## src/bam_pkg.sv

```systemverilog
// ==========================================================
// shared constants for the address status / mode block
// ==========================================================
package bam_pkg;

  // register port: both registers share one offset
  localparam logic [8:0] REG_OFFSET = 9'h119;

  // address mode control fields (write side)
  localparam int SEND_ONLY_POS = 7;
  localparam int RECV_ONLY_POS = 6;
  localparam int DIR_HI_POS = 5;
  localparam int DIR_LO_POS = 4;
  localparam int MODE_HI_POS = 1;
  localparam int MODE_LO_POS = 0;

  // address status fields (read side)
  localparam int LPRI_SEEN_POS = 4;
  localparam int TPRI_SEEN_POS = 3;
  localparam int LISTEN_POS = 2;
  localparam int SEND_ROLE_POS = 1;
  localparam int MINOR_POS = 0;

  // reset values
  localparam logic [1:0] MODE_RESET = 2'h0;
  localparam logic [1:0] DIR_RESET = 2'h0;
  localparam logic [7:0] RD_RESET = 8'h00;

  // address modes
  localparam logic [1:0] MODE_ONLY = 2'h0;
  localparam logic [1:0] MODE_DUAL = 2'h1;
  localparam logic [1:0] MODE_EXT_SINGLE = 2'h2;
  localparam logic [1:0] MODE_EXT_DUAL = 2'h3;

  // command byte groups, taken from bits 6..5
  localparam logic [1:0] GRP_LISTEN = 2'h1;
  localparam logic [1:0] GRP_TALK = 2'h2;
  localparam logic [1:0] GRP_SECONDARY = 2'h3;
  localparam logic [4:0] ADDR_ALL_ONES = 5'h1f;

  // primary address tracking for extended modes
  typedef enum logic [2:0] {
    PRI_IDLE = 3'h1,
    PRI_TALK = 3'h2,
    PRI_LISTEN = 3'h4
  } bam_pri_t;

endpackage : bam_pkg

```

## src/bam_cmd_decode.sv

```systemverilog
`timescale 1ns/1ns
// ==========================================================
// command byte classifier
// ==========================================================
module bam_cmd_decode (
  input wire logic [6:0] i_cmd_byte,
  output logic o_listen,
  output logic o_talk,
  output logic o_secondary,
  output logic o_unaddress,
  output logic [4:0] o_addr
);

  logic [1:0] grp;

  // group and five-bit address; all-ones address means unlisten/untalk
  always_comb
  begin
    grp = i_cmd_byte[6:5];
    o_addr = i_cmd_byte[4:0];
    o_unaddress = (i_cmd_byte[4:0] == bam_pkg::ADDR_ALL_ONES);
    o_listen = (grp == bam_pkg::GRP_LISTEN);
    o_talk = (grp == bam_pkg::GRP_TALK);
    // the all-ones secondary is not a usable address
    o_secondary = (grp == bam_pkg::GRP_SECONDARY) && !o_unaddress;
  end

endmodule : bam_cmd_decode

```

## src/bam_addr_match.sv

```systemverilog
`timescale 1ns/1ns
// ==========================================================
// address comparator with enable
// ==========================================================
module bam_addr_match (
  input wire logic i_enable,
  input wire logic [4:0] i_addr,
  input wire logic [4:0] i_own_addr,
  output logic o_match
);

  // a disabled function never matches, so it cannot be addressed
  always_comb
  begin
    o_match = i_enable && (i_addr == i_own_addr);
  end

endmodule : bam_addr_match

```

## src/bam_addr_status.sv

```systemverilog
`timescale 1ns/1ns
module bam_addr_status (
  input wire logic i_clock,
  input wire logic i_sys_rst,
  input wire logic [8:0] i_reg_addr,
  input wire logic i_wr_en,
  input wire logic [7:0] i_wr_data,
  input wire logic i_rd_en,
  input wire logic i_chip_reset,
  input wire logic i_pon_cmd,
  input wire logic i_cmd_valid,
  input wire logic [6:0] i_cmd_byte,
  input wire logic [4:0] i_first_addr,
  input wire logic [4:0] i_second_addr,
  input wire logic i_sec_valid,
  input wire logic i_sec_invalid,
  output logic [7:0] o_rd_data,
  output logic o_rd_valid,
  output logic [1:0] o_driver_dir_ctrl,
  output logic o_listen_active,
  output logic o_send_role,
  output logic o_sec_hold
);

  // ========================================================
  // state
  logic [1:0] mode_r, mode_nxt;
  logic [1:0] dir_r, dir_nxt;
  logic send_only_r, send_only_nxt;
  logic recv_only_r, recv_only_nxt;
  logic talk_r, talk_nxt;
  logic listen_r, listen_nxt;
  logic minor_r, minor_nxt;
  logic pri_minor_r, pri_minor_nxt;
  logic hold_r, hold_nxt;
  bam_pkg::bam_pri_t pri_r, pri_nxt;
  logic [7:0] rd_data_r, rd_data_nxt;
  logic rd_valid_r, rd_valid_nxt;
  logic is_listen, is_talk, is_sec, is_unaddr;
  logic [4:0] cmd_addr;
  logic dual_mode, ext_mode;
  logic major_hit, minor_hit, own_hit, sec_hit;
  logic wr_hit, rd_hit, clear_cmd, cmd_take;
  logic [7:0] status;
  // ========================================================
  // command decode and address compare
  bam_cmd_decode u_decode (
    .i_cmd_byte(i_cmd_byte),
    .o_listen(is_listen),
    .o_talk(is_talk),
    .o_secondary(is_sec),
    .o_unaddress(is_unaddr),
    .o_addr(cmd_addr)
  );
  // major/primary address is live in every addressing mode except mode 0
  bam_addr_match u_major (
    .i_enable(mode_r != bam_pkg::MODE_ONLY),
    .i_addr(cmd_addr),
    .i_own_addr(i_first_addr),
    .o_match(major_hit)
  );
  // second register is a minor primary only in dual modes
  bam_addr_match u_minor (
    .i_enable(dual_mode),
    .i_addr(cmd_addr),
    .i_own_addr(i_second_addr),
    .o_match(minor_hit)
  );

  // mode classes and strobes
  always_comb
  begin
    dual_mode = mode_r[bam_pkg::MODE_LO_POS];
    ext_mode = mode_r[bam_pkg::MODE_HI_POS];
    own_hit = (major_hit || minor_hit) && !is_unaddr;
    sec_hit = is_sec && (cmd_addr == i_second_addr);
    wr_hit = i_wr_en && (i_reg_addr == bam_pkg::REG_OFFSET);
    rd_hit = i_rd_en && (i_reg_addr == bam_pkg::REG_OFFSET);
    clear_cmd = i_chip_reset || i_pon_cmd;
    // mode 0 ignores every bus address command; a held secondary blocks more
    cmd_take = i_cmd_valid && (mode_r != bam_pkg::MODE_ONLY) && !hold_r;
  end
  // ========================================================
  // addressing next state
  always_comb
  begin
    mode_nxt = mode_r;
    dir_nxt = dir_r;
    send_only_nxt = send_only_r;
    recv_only_nxt = recv_only_r;
    talk_nxt = talk_r;
    listen_nxt = listen_r;
    minor_nxt = minor_r;
    pri_minor_nxt = pri_minor_r;
    hold_nxt = hold_r;
    pri_nxt = pri_r;
    if (clear_cmd)
    begin
      // chip reset and power-on command drop all addressing
      talk_nxt = 1'b0;
      listen_nxt = 1'b0;
      minor_nxt = 1'b0;
      hold_nxt = 1'b0;
      pri_nxt = bam_pkg::PRI_IDLE;
    end
    else if (hold_r)
    begin
      // mode 3: acceptor waits for software verdict on the secondary
      if (i_sec_valid)
      begin
        // a held primary is talk or listen, never idle
        talk_nxt = (pri_r == bam_pkg::PRI_TALK);
        listen_nxt = listen_r || (pri_r == bam_pkg::PRI_LISTEN);
        minor_nxt = pri_minor_r;
        hold_nxt = 1'b0;
        pri_nxt = bam_pkg::PRI_IDLE;
      end
      else if (i_sec_invalid)
      begin
        hold_nxt = 1'b0;
        pri_nxt = bam_pkg::PRI_IDLE;
      end
    end
    else if (cmd_take)
    begin
      // the strobe covers bytes we send as controller and bytes received
      if (is_listen && is_unaddr)
      begin
        listen_nxt = 1'b0;
        pri_nxt = bam_pkg::PRI_IDLE;
      end
      else if (is_listen && own_hit && !ext_mode)
      begin
        listen_nxt = 1'b1;
        talk_nxt = 1'b0;
        minor_nxt = minor_hit && !major_hit;
      end
      else if (is_listen && own_hit)
      begin
        pri_nxt = bam_pkg::PRI_LISTEN;
        pri_minor_nxt = minor_hit && !major_hit;
      end
      else if (is_talk && own_hit && !ext_mode)
      begin
        talk_nxt = 1'b1;
        minor_nxt = minor_hit && !major_hit;
      end
      else if (is_talk && own_hit)
      begin
        pri_nxt = bam_pkg::PRI_TALK;
        pri_minor_nxt = minor_hit && !major_hit;
      end
      else if (is_talk)
      begin
        // untalk, or another talker addressed: give the bus up
        talk_nxt = 1'b0;
        pri_nxt = bam_pkg::PRI_IDLE;
      end
      else if (is_sec && (pri_r != bam_pkg::PRI_IDLE))
      begin
        if (dual_mode)
        begin
          // mode 3: software inspects the secondary, flag stays visible
          hold_nxt = 1'b1;
        end
        else
        begin
          // mode 2: hardware checks the secondary itself; a miss changes no role
          talk_nxt = sec_hit ? (pri_r == bam_pkg::PRI_TALK) : talk_r;
          listen_nxt = listen_r || (sec_hit && (pri_r == bam_pkg::PRI_LISTEN));
          pri_nxt = bam_pkg::PRI_IDLE;
        end
      end
    end
    // a register write follows bus commands in one cycle; overrides pri and hold; send-only adds to talk; receive-only sets listen, ties talk to send-only
    if (wr_hit)
    begin
      mode_nxt = i_wr_data[bam_pkg::MODE_HI_POS:bam_pkg::MODE_LO_POS];
      dir_nxt = i_wr_data[bam_pkg::DIR_HI_POS:bam_pkg::DIR_LO_POS];
      send_only_nxt = i_wr_data[bam_pkg::SEND_ONLY_POS];
      recv_only_nxt = i_wr_data[bam_pkg::RECV_ONLY_POS];
      // a mode change abandons any half-done extended address
      pri_nxt = bam_pkg::PRI_IDLE;
      hold_nxt = 1'b0;
      talk_nxt = talk_nxt || i_wr_data[bam_pkg::SEND_ONLY_POS];
      if (i_wr_data[bam_pkg::RECV_ONLY_POS])
      begin
        listen_nxt = 1'b1;
        talk_nxt = i_wr_data[bam_pkg::SEND_ONLY_POS];
      end
      // clearing only bits never drops the active state by itself
      minor_nxt = minor_nxt && i_wr_data[bam_pkg::MODE_LO_POS];
    end
  end

  // addressing registers
  always_ff @(posedge i_clock)
  begin
    if (i_sys_rst)
    begin
      mode_r <= bam_pkg::MODE_RESET;
      dir_r <= bam_pkg::DIR_RESET;
      send_only_r <= 1'b0;
      recv_only_r <= 1'b0;
      talk_r <= 1'b0;
      listen_r <= 1'b0;
      minor_r <= 1'b0;
      pri_minor_r <= 1'b0;
      hold_r <= 1'b0;
      pri_r <= bam_pkg::PRI_IDLE;
    end
    else
    begin
      mode_r <= mode_nxt;
      dir_r <= dir_nxt;
      send_only_r <= send_only_nxt;
      recv_only_r <= recv_only_nxt;
      talk_r <= talk_nxt;
      listen_r <= listen_nxt;
      minor_r <= minor_nxt;
      pri_minor_r <= pri_minor_nxt;
      hold_r <= hold_nxt;
      pri_r <= pri_nxt;
    end
  end

  // ========================================================
  // status read path
  // status is a pure view of state; reading changes nothing
  always_comb
  begin
    status = 8'h00;
    status[bam_pkg::LPRI_SEEN_POS] = (pri_r == bam_pkg::PRI_LISTEN);
    status[bam_pkg::TPRI_SEEN_POS] = (pri_r == bam_pkg::PRI_TALK);
    status[bam_pkg::LISTEN_POS] = listen_r;
    status[bam_pkg::SEND_ROLE_POS] = talk_r;
    status[bam_pkg::MINOR_POS] = minor_r;
    rd_data_nxt = rd_hit ? status : bam_pkg::RD_RESET;
    rd_valid_nxt = rd_hit;
  end

  // read answer one cycle after the strobe
  always_ff @(posedge i_clock)
  begin
    if (i_sys_rst)
    begin
      rd_data_r <= bam_pkg::RD_RESET;
      rd_valid_r <= 1'b0;
    end
    else
    begin
      rd_data_r <= rd_data_nxt;
      rd_valid_r <= rd_valid_nxt;
    end
  end
  // outputs straight from flops
  assign o_rd_data = rd_data_r;
  assign o_rd_valid = rd_valid_r;
  assign o_driver_dir_ctrl = dir_r;
  assign o_listen_active = listen_r;
  assign o_send_role = talk_r;
  assign o_sec_hold = hold_r;

  // ========================================================
  // checks
  property p_tpri_seen;
    @(posedge i_clock) disable iff (i_sys_rst)
    (cmd_take && ext_mode && is_talk && own_hit && !clear_cmd && !wr_hit)
      |=> (pri_r == bam_pkg::PRI_TALK) ##0 (status[bam_pkg::TPRI_SEEN_POS]);
  endproperty
  a_tpri_seen: assert property (p_tpri_seen) else $error("primary talk flag not set");
  property p_mode3_hold;
    @(posedge i_clock) disable iff (i_sys_rst)
    (cmd_take && (mode_r == bam_pkg::MODE_EXT_DUAL) && is_sec && (pri_r == bam_pkg::PRI_TALK)
      && !clear_cmd && !wr_hit) |=> (hold_r && status[bam_pkg::TPRI_SEEN_POS]);
  endproperty
  a_mode3_hold: assert property (p_mode3_hold) else $error("secondary not held");
  property p_listen_drops_talk;
    @(posedge i_clock) disable iff (i_sys_rst)
    ($rose(listen_r) && !send_only_r) |-> !talk_r;
  endproperty
  a_listen_drops_talk: assert property (p_listen_drops_talk) else $error("talk kept");
  // a new address may legally arrive right after the command, so only one cycle is checked
  property p_clear_listen;
    @(posedge i_clock) disable iff (i_sys_rst)
    (clear_cmd && !wr_hit) |=> !listen_r && !talk_r && !hold_r && (pri_r == bam_pkg::PRI_IDLE);
  endproperty
  a_clear_listen: assert property (p_clear_listen) else $error("reset cmd ignored");
  // the read answer lags one cycle, so it is checked against the mode it was taken in
  property p_minor_modes;
    @(posedge i_clock) disable iff (i_sys_rst)
    !mode_r[bam_pkg::MODE_LO_POS] |-> !minor_r ##1 !o_rd_data[bam_pkg::MINOR_POS];
  endproperty
  a_minor_modes: assert property (p_minor_modes) else $error("minor set in wrong mode");
  property p_send_only;
    @(posedge i_clock) disable iff (i_sys_rst)
    (wr_hit && i_wr_data[bam_pkg::SEND_ONLY_POS]) |=> talk_r ##1 (o_send_role || clear_cmd
      || $past(cmd_take) || $past(clear_cmd) || $past(wr_hit));
  endproperty
  a_send_only: assert property (p_send_only) else $error("send-only not a talker");
  property p_talk_kept;
    @(posedge i_clock) disable iff (i_sys_rst)
    (talk_r && wr_hit && !i_wr_data[bam_pkg::SEND_ONLY_POS] && !cmd_take
      && !i_wr_data[bam_pkg::RECV_ONLY_POS] && !clear_cmd && !hold_r) |=> talk_r;
  endproperty
  a_talk_kept: assert property (p_talk_kept) else $error("talker lost on clear");
  property p_mode0_ignores;
    @(posedge i_clock) disable iff (i_sys_rst)
    ((mode_r == bam_pkg::MODE_ONLY) && i_cmd_valid && !wr_hit && !clear_cmd && !hold_r)
      |=> $stable(listen_r) && $stable(talk_r) && (pri_r == bam_pkg::PRI_IDLE);
  endproperty
  a_mode0_ignores: assert property (p_mode0_ignores) else $error("mode 0 took address");
  property p_read_view;
    @(posedge i_clock) disable iff (i_sys_rst)
    rd_hit |=> o_rd_valid && (o_rd_data[bam_pkg::LISTEN_POS] == $past(listen_r))
      && (o_rd_data[bam_pkg::SEND_ROLE_POS] == $past(talk_r));
  endproperty
  a_read_view: assert property (p_read_view) else $error("status read mismatch");
endmodule : bam_addr_status

```

## config.mk

```make
export PLATFORM = sky130hd
export DESIGN_NAME = bam_addr_status
export DESIGN_NICKNAME = d
export VERILOG_FILES = /design/src/bam_pkg.sv /design/src/bam_cmd_decode.sv /design/src/bam_addr_match.sv /design/src/bam_addr_status.sv
export SDC_FILE = /design/constraint.sdc
export NUM_CORES = 1
export LEC_CHECK = 0
export BUFFER_PORTS_ARGS = -buffer_cell sky130_fd_sc_hd__clkbuf_2
export CAP_MARGIN = 20
export CORE_MARGIN = 2
export CORE_UTILIZATION = 30
export CTS_CLUSTER_DIAMETER = 80
export DETAILED_ROUTE_END_ITERATION = 10
export MAX_ROUTING_LAYER = met4
export PLACE_DENSITY = 0.67
export SYNTH_ARGS = -nofsm -noshare
export SYNTH_HDL_FRONTEND = slang
export SYNTH_SLANG_ARGS = --single-unit
```

## constraint.sdc

```tcl
create_clock -name i_clock -period 2.2 [get_ports i_clock]
set_input_delay 0.22 -clock i_clock [delete_from_list [all_inputs] [get_ports i_clock]]
set_output_delay 0.22 -clock i_clock [all_outputs]
set_load 0.03 [all_outputs]
```

Yosys cells after proc, flatten, opt, wreduce, memory -nomap -nowiden
Cells that the tools add are included.
{"block": "totals", "reg_bits": 21, "output_inout_bits": 14, "in_bits": 43, "wordCells": 131}
{"block": "classes", "bitwise_logic": 5, "muxes": 65, "eq_ne": 15, "reduce_logical": 35}
{"op": "$mux W1", "count": 53}
{"op": "$mux W3", "count": 12}
{"op": "$logic_and A1 B1 Y1", "count": 18}
{"op": "$eq A5 B5 Y1", "count": 2}
{"op": "$eq A9 B9 Y1 const B", "count": 1}
{"op": "$reduce_and A7 Y1", "count": 1}
{"op": "$ne A3 B3 Y1 const B", "count": 2}
{"op": "$ne A6 B1 Y1 const B", "count": 1}
{"op": "$reduce_and A6 Y1", "count": 1}
{"op": "$reduce_bool A2 Y1", "count": 3}
{"op": "$reduce_bool A6 Y1", "count": 1}
{"op": "$eq A5 B5 Y1 const B", "count": 1}
{"op": "$logic_or A1 B1 Y1", "count": 5}
{"op": "$not A1 Y1", "count": 5}
{"op": "$eq A2 B2 Y1 const B", "count": 2}
{"op": "$logic_not A1 Y1", "count": 4}
{"op": "$ne A4 B4 Y1 const B", "count": 1}
{"op": "$eq A3 B2 Y1 const B", "count": 1}
{"op": "$eq A3 B3 Y1 const B", "count": 1}
{"op": "$ne A3 B1 Y1 const B", "count": 1}
{"op": "$reduce_or A3 Y1", "count": 1}
{"op": "$eq A2 B1 Y1 const B", "count": 1}
{"op": "$ne A2 B2 Y1 const B", "count": 1}
{"op": "$reduce_or A2 Y1", "count": 1}

Longest topological paths before layout
Gate-level depths: netlist of run 1.
{"block": "depth", "depth_word": 19, "mapped_depth": 7, "depth_no_buf": 6}

Modules after synthesis
Synthesis of run 1 repeated with hierarchy kept, for this count alone.
{"block": "unflattened", "cells_unflattened": 156, "area_unflattened_um2": 1288.7}
{"module": "bam_addr_status", "seq_area_each_um2": 360.3, "area_each_um2": 1103.6, "cells_each": 131, "n_inst": 1}
{"module": "bam_addr_match", "seq_area_each_um2": 0.0, "area_each_um2": 56.3, "cells_each": 7, "n_inst": 2}
{"module": "bam_cmd_decode", "seq_area_each_um2": 0.0, "area_each_um2": 72.6, "cells_each": 11, "n_inst": 1}

Least setup slack after synthesis of run 1
Ideal clock, no wire load.
{"block": "synth_timing", "path_type": "reg-to-reg", "startpoint": "reg hold_r (netlist: o_sec_hold)", "endpoint": "reg talk_r (netlist: o_send_role)", "arrival_time_ps": 1504, "setup_slack_ps": 609, "synth_period_minus_slack_ps": 1591, "path_stages_with_launch": 7, "setup_time_ps": 87, "required_time_ps": 2113, "cell_sequence": "dfxtp_1 -> buf_2 -> nand2_1 -> o21a_1 -> a221oi_1 -> o21ai_1 -> o31ai_1"}
{"block": "synth_via", "elab_chain_cells": 8}
{"item": "from (decl)", "line_no": "bam_addr_status.sv:35", "source": "logic hold_r, hold_nxt;"}
{"item": "from (signal assigned)", "line_no": "bam_addr_status.sv:222", "source": "hold_r <= hold_nxt;"}
{"item": "$logic_not A1 Y1", "line_no": "bam_addr_status.sv:81", "source": "cmd_take = i_cmd_valid && (mode_r != bam_pkg::MODE_ONLY) && !hold_r;"}
{"item": "$logic_and A1 B1 Y1", "line_no": "bam_addr_status.sv:81"}
{"item": "$mux W1", "line_no": "bam_addr_status.sv:124", "source": "else if (cmd_take)"}
{"item": "$mux W1 *", "line_no": "bam_addr_status.sv:106", "source": "else if (hold_r)"}
{"item": "$mux W1 *", "line_no": "bam_addr_status.sv:97", "source": "if (clear_cmd)"}
{"item": "$logic_or A1 B1 Y1", "line_no": "bam_addr_status.sv:185", "source": "talk_nxt = talk_nxt || i_wr_data[bam_pkg::SEND_ONLY_POS];"}
{"item": "$mux W1", "line_no": "bam_addr_status.sv:186", "source": "if (i_wr_data[bam_pkg::RECV_ONLY_POS])"}
{"item": "$mux W1 *", "line_no": "bam_addr_status.sv:176", "source": "if (wr_hit)"}
{"item": "to (signal assigned)", "line_no": "bam_addr_status.sv:218", "source": "talk_r <= talk_nxt;"}
{"item": "to (decl)", "line_no": "bam_addr_status.sv:31", "source": "logic talk_r, talk_nxt;"}
Every way passes the cells marked *; elsewhere a longest branch is shown, timed or not.
A chain may end at the register's enable or synchronous reset.

Worst setup path after layout of run 1
{"block": "layout_timing", "startpoint": "reg mode_r[0]", "endpoint": "reg talk_r (netlist: o_send_role)"}
{"block": "layout_via", "elab_chain_cells": 16, "elab_cells_between_ends": 25, "cone_classes": "mux (13); reduce/logical (12)"}
{"item": "from (decl)", "line_no": "bam_addr_status.sv:27", "source": "logic [1:0] mode_r, mode_nxt;"}
{"item": "from (signal assigned)", "line_no": "bam_addr_status.sv:201", "source": "mode_r <= bam_pkg::MODE_RESET;"}
{"item": "from (signal assigned)", "line_no": "bam_addr_status.sv:214", "source": "mode_r <= mode_nxt;"}
{"item": "$reduce_bool A2 Y1", "line_no": "bam_addr_status.sv:57, bam_addr_status.sv:81"}
{"item": "$logic_and A1 B1 Y1", "line_no": "bam_addr_match.sv:15", "source": "o_match = i_enable && (i_addr == i_own_addr);"}
{"item": "$logic_or A1 B1 Y1", "line_no": "bam_addr_status.sv:75", "source": "own_hit = (major_hit || minor_hit) && !is_unaddr;"}
{"item": "$logic_and A1 B1 Y1", "line_no": "bam_addr_status.sv:75"}
{"item": "$logic_and A1 B1 Y1", "line_no": "bam_addr_status.sv:143, bam_addr_status.sv:148"}
{"item": "$mux W1 / $logic_and A1 B1 Y1 (equally long branches)", "line_no": "bam_addr_status.sv:148, bam_addr_status.sv:143"}
{"item": "$mux W1", "line_no": "bam_addr_status.sv:143", "source": "else if (is_talk && own_hit && !ext_mode)"}
{"item": "$mux W1", "line_no": "bam_addr_status.sv:138", "source": "else if (is_listen && own_hit)"}
{"item": "$mux W1", "line_no": "bam_addr_status.sv:132", "source": "else if (is_listen && own_hit && !ext_mode)"}
{"item": "$mux W1", "line_no": "bam_addr_status.sv:127", "source": "if (is_listen && is_unaddr)"}
{"item": "$mux W1 *", "line_no": "bam_addr_status.sv:124"}
{"item": "$mux W1 *", "line_no": "bam_addr_status.sv:106"}
{"item": "$mux W1 *", "line_no": "bam_addr_status.sv:97"}
{"item": "$logic_or A1 B1 Y1", "line_no": "bam_addr_status.sv:185"}
{"item": "$mux W1", "line_no": "bam_addr_status.sv:186"}
{"item": "$mux W1 *", "line_no": "bam_addr_status.sv:176"}
Marked as above.

==> results of run 1 <==
==> power groups by stage <==
stage	Sequential, mW	Combinational [mW]	Clock (mW)
after floorplan	0.333	0.0504	0
after global placement	0.333	0.0952	0
after detailed placement	0.333	0.0964	0
after CTS	0.326	0.0968	0.274
after global routing	0.326	0.107	0.279
final	0.326	0.0961	0.266
==> logic make-up (layout without fill, tap and decap cells) <==
kind of cell / count (synthesis) / in the layout / share of synthesized area [%]
other cells: 1 / 3 / 0.3230
flops: 18 / 18 / 31.03
simple gates: 71 / 71 / 33.51
compound gates: 25 / 25 / 16.49
xor+xnor: 10 / 10 / 7.543
mux: 8 / 8 / 6.897
buf+inv: 9 / 60 / 4.202
==> placed cells by master (no fill, tap or decap), types with 2 or more instances in the layout <==
cell type and n:
inv_1 2, a221oi_1 2, nor2b_1 2, dfxtp_1 18
a31oi_1 3, buf_4 2, conb_1 3, nand3_1 2
nand2b_1 3, and3_1 4, o21ai_0 3, mux2i_1 8
clkbuf_2 51, or2_0 2, o21ai_1 3, clkbuf_8 4
nor3_1 7, o21a_1 2, and4_1 3, nand4_1 4
nor2_1 18, and2_1 4, xnor2_1 5, xor2_1 5
a21oi_1 2, nand2_1 11
==> registers in the layout, summed over array words and instances (netlist names) <==
| name | count |
|---|---|
| o_rd_data | 5 |
| pri_r | 3 |
| mode_r | 2 |
| o_driver_dir_ctrl | 2 |
| minor_r | 1 |
| o_listen_active | 1 |
| o_rd_valid | 1 |
| o_sec_hold | 1 |
| o_send_role | 1 |
| pri_minor_r | 1 |
==> final timing paths <==
path,to,depth (start not counted),slack [ns]
worst max-delay path,o_send_role,6,0.52
worst min-delay path,o_send_role,3,0.20
worst max register to register,o_send_role,6,0.52
worst min register to register,o_rd_data[0],1,0.49
==> worst max-delay path, stage by stage (launching register included) <==
cell and delay [ns]:
dfxtp_1 0.45, o21ai_1 0.17, nor2_2 0.23, o21ai_0 0.18
a221oi_1 0.25, o21ai_1 0.09, o31ai_1 0.22
==> per-stage QoR <==
| stage | instance area [sq um] | instances | worst slack (ns) | power [mW] | hold slack, ns |
|---|---|---|---|---|---|
| 3_3_place_gp | 1461 | 239 | 0.4696 | 0.4284 | 0.4566 |
| 2_1_floorplan | 1169 | 144 | 0.6089 | 0.3838 | 0.2891 |
| 5_1_grt | 1516 | 243 | 0.3482 | 0.7117 | 0.2273 |
| 6_report | 1516 | 243 | 0.5224 | 0.6875 | 0.1955 |
| 3_5_place_dp | 1461 | 239 | 0.4462 | 0.4297 | 0.4560 |
| 4_1_cts | 1516 | 243 | 0.4761 | 0.6966 | 0.1899 |
==> layout make-up <==
| cell class | instances | area [sq um] |
|---|---|---|
| Fill cell | 409 | 2172 |
| Inverter | 3 | 11.26 |
| Sequential cell | 18 | 360.3 |
| Timing Repair Buffer | 53 | 270.3 |
| Multi-Input combinational cell | 117 | 759.5 |
| Tap cell | 48 | 60.06 |
| Clock buffer | 4 | 55.05 |
==> layer usage <==
| layer | vias to the layer above | part of all wire (%) | GRT usage [%] |
|---|---|---|---|
| li1 | 615 | - | - |
| met1 | 544 | 46 | 16.92 |
| met2 | 46 | 47 | 22.50 |
| met3 | 3 | 6.3 | 3.237 |
| met4 | 0 | 0.26 | 1.531 |
| met5 | - | 0 | - |
==> results.ini, run 1 <==
[outcome]
status=finished, final reports clean

[logic_synthesis]
synth_top_area_share_pct=31.03
netlist_area_sq_mm=0.001161
synthCells=142
yosys-top-cells-count=dfxtp_1, nor2_1, nand2_1
synth_edf_count=0
ys_seq_area_share_pct=31.03
ys_ff_latch=18
ys_warn_count=0
synth_area_per_cell_sq_um=8.177
ys_async_sr_fraction_pct=0
yosys.area.top_type=dfxtp_1
synth_cell_types=47
synth_ff_type=dfxtp_1
synth_area_leaders=dfxtp_1, mux2i_1, nor2_1

[routing]
drt_iter0_markers=16
vias=1208
wl_per_cell_microns=11.10
ant_nets=0
drc=0
drt-total-wl_microns=2697
avgViaCountPerCell=4.971
drt-pass1-iter-count=4

[worst_hold_path]
min_from=i_wr_data[7]
hold_class=in2reg

[power]
p_comb_share_pct=14.0
p_seq_share_pct=47.4
peakVddDrop_v=0.0003286
swShare_pct=22.71
internal_power_mw=0.5313
power.leakage_nw=0.6434
clkPwrFrac_pct=38.6
power_density_mw_per_mm2=453.4
p_switching_mw=0.1561

[job]
cap_violations=0

[clocking]
h-tree-depth=1
numClockSinks=18
cts.path.max_buffers=2
cts.reportedPaths.clkPinSlew_ns=0.07
tritoncts=built
cts_setup_buffers=0
clk_latency_ns=0.25
ctsHoldBuffers=0
numCtsBuffers=3
root_buffer=clkbuf_8
post_cts_resized=0

[cells_and_area]
nNetsFinal=239
diodes=0
syn_to_final_growth_pct=30.60
drive_gt1_share_pct=32.82
post-route-util_pct=41.11

[timing]
slew-limit-headroom_pct=59.99
period_share_pct=76.25
fin_skew_ns=0.004792
worst_slew_pin_slew_ns=0.5988
timing_hold_violations_final=0
period_minus_slack_ns=1.678
clock.fmax_mhz=596.1
tns_ns=0
setup_violations=0
rsz0062_at_grt=false
slew_viol_final=0

[global_route]
grt_pass1_vias=1086
grt_pass1_wl_microns=4567
track_usage_pct=13.44
grt-ovfl-total=0
antenna_found_initial=0
grt_start_max_net_pins=12

[die]
rows=22
die_area_sq_mm=0.004384
die_w_microns=66.21
die_h_microns=66.21
initial_core_util_pct=31.48
io_pins=57
coreArea_sq_mm=0.003689

[critical_path]
endpoint_kind=flop
cp-start-kind=flop
required_ns=2.37
cp.arrival_ns=1.85
cp-startpoint=mode_r[0]
crit_fanout=8
crit_type=reg2reg
r2r_start=mode_r[0]

[place]
port_buffers=51
gp_congestion=0.8990
hpwl_microns=2256

Power figures use the tool's default switching activity.
==> run 2: changes to the inputs <==
- PLACE_DENSITY: 0.67 -> 0.69
- clock period: 2.2 -> 1.5 ns (I/O delays scaled with it)
==> results.ini, run 2 (synthesis gave the netlist of run 1 again) <==
[routing]
wl_per_cell_microns=11.18  ; +0.76%
drt_iter0_markers=30  ; +14
drt-total-wl_microns=2930  ; +8.6%
drt-pass1-iter-count=4  ; unchanged
avgViaCountPerCell=4.786  ; -3.7%
drc=0  ; unchanged
ant_nets=0  ; unchanged
vias=1254  ; +3.8%

[worst_hold_path]
hold_class=in2reg

[critical_path]
cp-start-kind=flop
cp.arrival_ns=1.70  ; -0.15 ns
required_ns=1.65  ; -0.72 ns
crit_fanout=3  ; -5
crit_type=reg2reg
endpoint_kind=flop

[timing]
timing_hold_violations_final=0  ; unchanged
rsz0062_at_grt=true
clock.fmax_mhz=647.2  ; +8.6%
slew_viol_final=0  ; unchanged
fin_skew_ns=0.004787  ; -0.000005270 ns
setup_ws_ns=-0.04513  ; -0.5675 ns
whs_ns=0.1195  ; -0.07599 ns
setup_violations=3  ; +3
period_share_pct=103.0  ; +27 points
period_minus_slack_ns=1.545  ; -0.1325 ns

[cells_and_area]
layout.cells.non_filler=262  ; +7.8%
syn_to_final_growth_pct=46.66
fin_area_sq_mm=0.001703  ; +12%
layout_commonest_cell=clkbuf_2
layout_common_cells=clkbuf_2, buf_4, nor2_1
drive_gt1_share_pct=44.86  ; +12 points
nNetsFinal=258  ; +7.9%
post-route-util_pct=46.17  ; +5.1 points
largest_reg_flops=5  ; unchanged
diodes=0  ; unchanged

[die]
rows=22  ; unchanged
io_pins=57  ; unchanged
initial_core_util_pct=31.48  ; unchanged
die_area_sq_mm=0.004384  ; unchanged
die_w_microns=66.21  ; unchanged
coreArea_sq_mm=0.003689  ; unchanged
die_h_microns=66.21  ; unchanged

[global_route]
grt_pass1_wl_microns=4864  ; +6.5%
antenna_found_initial=0  ; unchanged
track_usage_pct=14.49  ; +1.1 points
grt_pass1_vias=1147  ; +5.6%
grt-ovfl-total=0  ; unchanged
grt_start_max_net_pins=11  ; -1

[clocking]
ctsHoldBuffers=0  ; unchanged
h-tree-depth=1  ; unchanged
cts.path.max_buffers=2  ; unchanged
root_buffer=clkbuf_8
cts_setup_buffers=0  ; unchanged
numCtsBuffers=3  ; unchanged
cts.reportedPaths.clkPinSlew_ns=0.07  ; about the same
tritoncts=built
clk_latency_ns=0.26  ; about the same
numClockSinks=18  ; unchanged

[outcome]
status=complete, but fails checks
violations=setup timing

[power]
peakVddDrop_v=0.0003138  ; -4.5%
power.leakage_nw=0.7402  ; +15%
power_density_mw_per_mm2=609.3  ; +34%

[place]
place_inst=259  ; +8.4%
hpwl_microns=2497  ; +11%
post-place-ws_ns=-0.1939  ; -0.6401 ns
port_buffers=51  ; unchanged
gp_congestion=0.9125  ; +1.5%
place_area_sq_mm=0.001613  ; +10%

[job]
cap_violations=0  ; unchanged

==> run 2: changes by cell type in the layout (fill, tap and decap cells not counted), sizes merged <==
cell  previous run  this run
buf              2        21
==> run 2: what timing repair did <==
action                                  CTS  global route
resized for setup                         8             6
cloned                                    0             0
pin swaps                                 4             3
endpoints found under the setup margin    5             7
==> run 2: through the flow <==
step	setup TNS, ns	total power [mW]
floorplan	0	0.5628
global placement	-0.5926	0.6430
detailed placement	-0.7314	0.6447
CTS	-0.1607	1.048
global route	-0.5144	1.086
finish	-0.08366	1.038
==> run 2: routing by layer <==
layer	GRT usage (%)	part of all wire, %
met3	3.066	5.1
met5	-	0
met1	17.85	45
met4	3.061	0.85
met2	24.38	49
==> run 2: area by class of cell <==
type | count | area [sq um]
Multi-Input combinational cell | 117 | 798.3
Inverter | 3 | 11.26
Sequential cell | 18 | 365.4
Timing Repair Buffer | 72 | 412.9
Clock buffer | 4 | 55.05
Tap cell | 48 | 60.06
Fill cell | 399 | 1986
==> run 2: worst max-delay path, stage by stage, from the launching register on <==
cell      delay [ns]
dfxtp_1         0.31
or3b_4          0.40
and3_4          0.19
nand4_1         0.19
o21ai_2         0.10
a211oi_2        0.15
o31ai_1         0.09
==> run 2: worst paths after layout <==
| check | startpoint | end | slack (ns) | depth (start not counted) |
|---|---|---|---|---|
| setup / recovery | pri_r[1] | o_send_role | -0.05 | 6 |
| hold / removal | i_wr_data[7] | o_send_role | 0.12 | 3 |
| setup reg to reg | pri_r[1] | o_send_role | -0.05 | 6 |
| hold reg to reg | pri_minor_r | pri_minor_r | 0.49 | 2 |
==> run 2: where the power goes <==
part           internal, mW  leakage [nW]  total, mW  switching (mW)
combinational        0.0791         0.565      0.156          0.0769
clock                 0.234        0.0288      0.404           0.170
sequential            0.478         0.146      0.478       0.0000729
==> run 3: changes to the inputs <==
- REMOVE_ABC_BUFFERS: not set -> 1
==> results.ini, run 3 (synthesis gave the netlist of run 1 again) <==
[critical_path]
endpoint_kind=flop
cp-start-kind=flop
ff2ff_setup_slack_ns=-0.06  ; -0.02 ns
required_ns=1.64  ; about the same
r2r_start=pri_r[1]
timing.rr.end=o_listen_active
crit_type=reg2reg
r2r_cells=7  ; +1
crit_fanout=2  ; -1
cp.arrival_ns=1.70  ; about the same

[routing]
drt-total-wl_microns=3104  ; +5.9%
drc=0  ; unchanged
vias=1278  ; +1.9%
wl_per_cell_microns=11.63  ; +4.0%
avgViaCountPerCell=4.787  ; about the same
drt_iter0_markers=31  ; +3.3%
ant_nets=0  ; unchanged
drt-pass1-iter-count=4  ; unchanged

[global_route]
grt_busiest_layer=met2
grt_pass1_vias=1162  ; +1.3%
grt_pass1_wl_microns=4981  ; +2.4%
grtUsageMet2_pct=25.25  ; +0.88 points
track_usage_pct=14.90  ; +0.42 points
grt_use_met3_pct=4.259  ; +1.2 points
grtUsageMet1_pct=17.18  ; -0.67 points
antenna_found_initial=0  ; unchanged
grt_start_max_net_pins=11  ; unchanged
grt-ovfl-total=0  ; unchanged

[power]
power.leakage_nw=0.7607  ; +2.8%
power_density_mw_per_mm2=589.8  ; -3.2%
peakVddDrop_v=0.0005198  ; +66%

[die]
die_h_microns=66.21  ; unchanged
io_pins=57  ; unchanged
coreArea_sq_mm=0.003689  ; unchanged
die_w_microns=66.21  ; unchanged
die_area_sq_mm=0.004384  ; unchanged
initial_core_util_pct=31.48  ; unchanged
rows=22  ; unchanged

[cells_and_area]
syn_to_final_growth_pct=50.65
multi_input_area_sq_um=808.3  ; +1.3%
layout_commonest_cell=clkbuf_2
layout_common_cells=clkbuf_2, buf_4, nor2_1
nNetsFinal=263  ; +1.9%
fin_area_sq_mm=0.001749  ; +2.7%
drive_gt1_share_pct=46.58  ; +1.7 points
seq_area_sq_um=364.1  ; -0.34%
diodes=0  ; unchanged
layout.cells.non_filler=267  ; +1.9%
nFillCells=384  ; -3.8%
largest_reg_flops=5  ; unchanged

[timing]
setup_violations=5  ; +2
clock.fmax_mhz=639.3  ; -1.2%
whs_ns=0.1251  ; +0.005590 ns
period_share_pct=104.3  ; +1.3 points
slew_viol_final=0  ; unchanged
rsz0062_at_grt=true
fin_skew_ns=0.002819  ; -0.001968 ns
setup_ws_ns=-0.06409  ; -0.01896 ns
tns_ns=-0.1419  ; -0.05821 ns
timing_hold_violations_final=0  ; unchanged
period_minus_slack_ns=1.564  ; +0.01896 ns

[outcome]
status=complete, but fails checks
violations=setup timing

[clocking]
cts.reportedPaths.clkPinSlew_ns=0.07  ; about the same
cts.path.max_buffers=2  ; unchanged
numClockSinks=18  ; unchanged
h-tree-depth=1  ; unchanged
ctsHoldBuffers=0  ; unchanged
clk_latency_ns=0.25  ; about the same
root_buffer=clkbuf_8
tritoncts=built
numCtsBuffers=3  ; unchanged

[worst_hold_path]
holdPathEnd=mode_r[1]
hold_class=in2reg
min_from=i_wr_data[1]
hold_depth=3  ; unchanged

[place]
port_buffers=51  ; unchanged
place_inst=264  ; +1.9%
place_area_sq_mm=0.001649  ; +2.2%
gp_congestion=0.8676  ; -4.9%
hpwl_microns=2626  ; +5.2%

[job]
cap_violations=0  ; unchanged

[run 3: per-layer routing]
metal	up-vias	part of all wire (%)	wire length [microns]
met4	0	1.4	42
met1	571	44	1361
met2	36	49	1515
li1	663	-	-
met5	-	0	0
met3	8	6.0	185
[run 3: timing repair]
| item | CTS | global route |
|---|---|---|
| setup endpoints to repair | 5 | 6 |
| pin swaps | 4 | 9 |
| gates resized for setup | 7 | 9 |
| buffers inserted | 0 | 0 |
[run 3: where the power goes]
group	leakage, nW	internal [mW]	switching [mW]
clock network	0.0288	0.233	0.164
logic	0.586	0.0781	0.0781
registers	0.145	0.478	0.0000737
total	0.761	0.789	0.242
[run 3: area by class of cell]
cell class	count	share of cell area, %
Multi-Input combinational cell	117	46.21
Tap cell	48	3.433
Timing Repair Buffer	77	25.75
Clock buffer	4	3.147
Sequential cell	18	20.82
Inverter	3	0.6438
[run 3: worst max-delay path by stage]
stage | from | end | cells after the start
floorplan | i_reg_addr[5] | pri_r[2] | 6
global placement | i_cmd_byte[4] | pri_r[1] | 7
detailed placement | i_cmd_byte[4] | pri_r[2] | 7
CTS | pri_r[2] | o_listen_active | 7
global route | pri_r[0] | o_listen_active | 7
finish | pri_r[1] | o_listen_active | 7
[run 3: worst max-delay path, stage by stage (launching register included)]
cell     delay, ns
dfxtp_1       0.31
or3b_4        0.40
and3_4        0.19
nand4_1       0.13
buf_4         0.15
nor3_2        0.04
o22ai_1       0.14
a31oi_1       0.10
[run 3: per-stage QoR]
stage	util (%)	power, mW	worst slack (ns)
after global routing	47.42	1.077	-0.1475
after CTS	46.74	1.040	-0.07080
after global placement	44.71	0.6397	-0.1505
final	47.42	1.032	-0.06409
after detailed placement	44.71	0.6419	-0.1970
after floorplan	-	0.5568	-0.08049
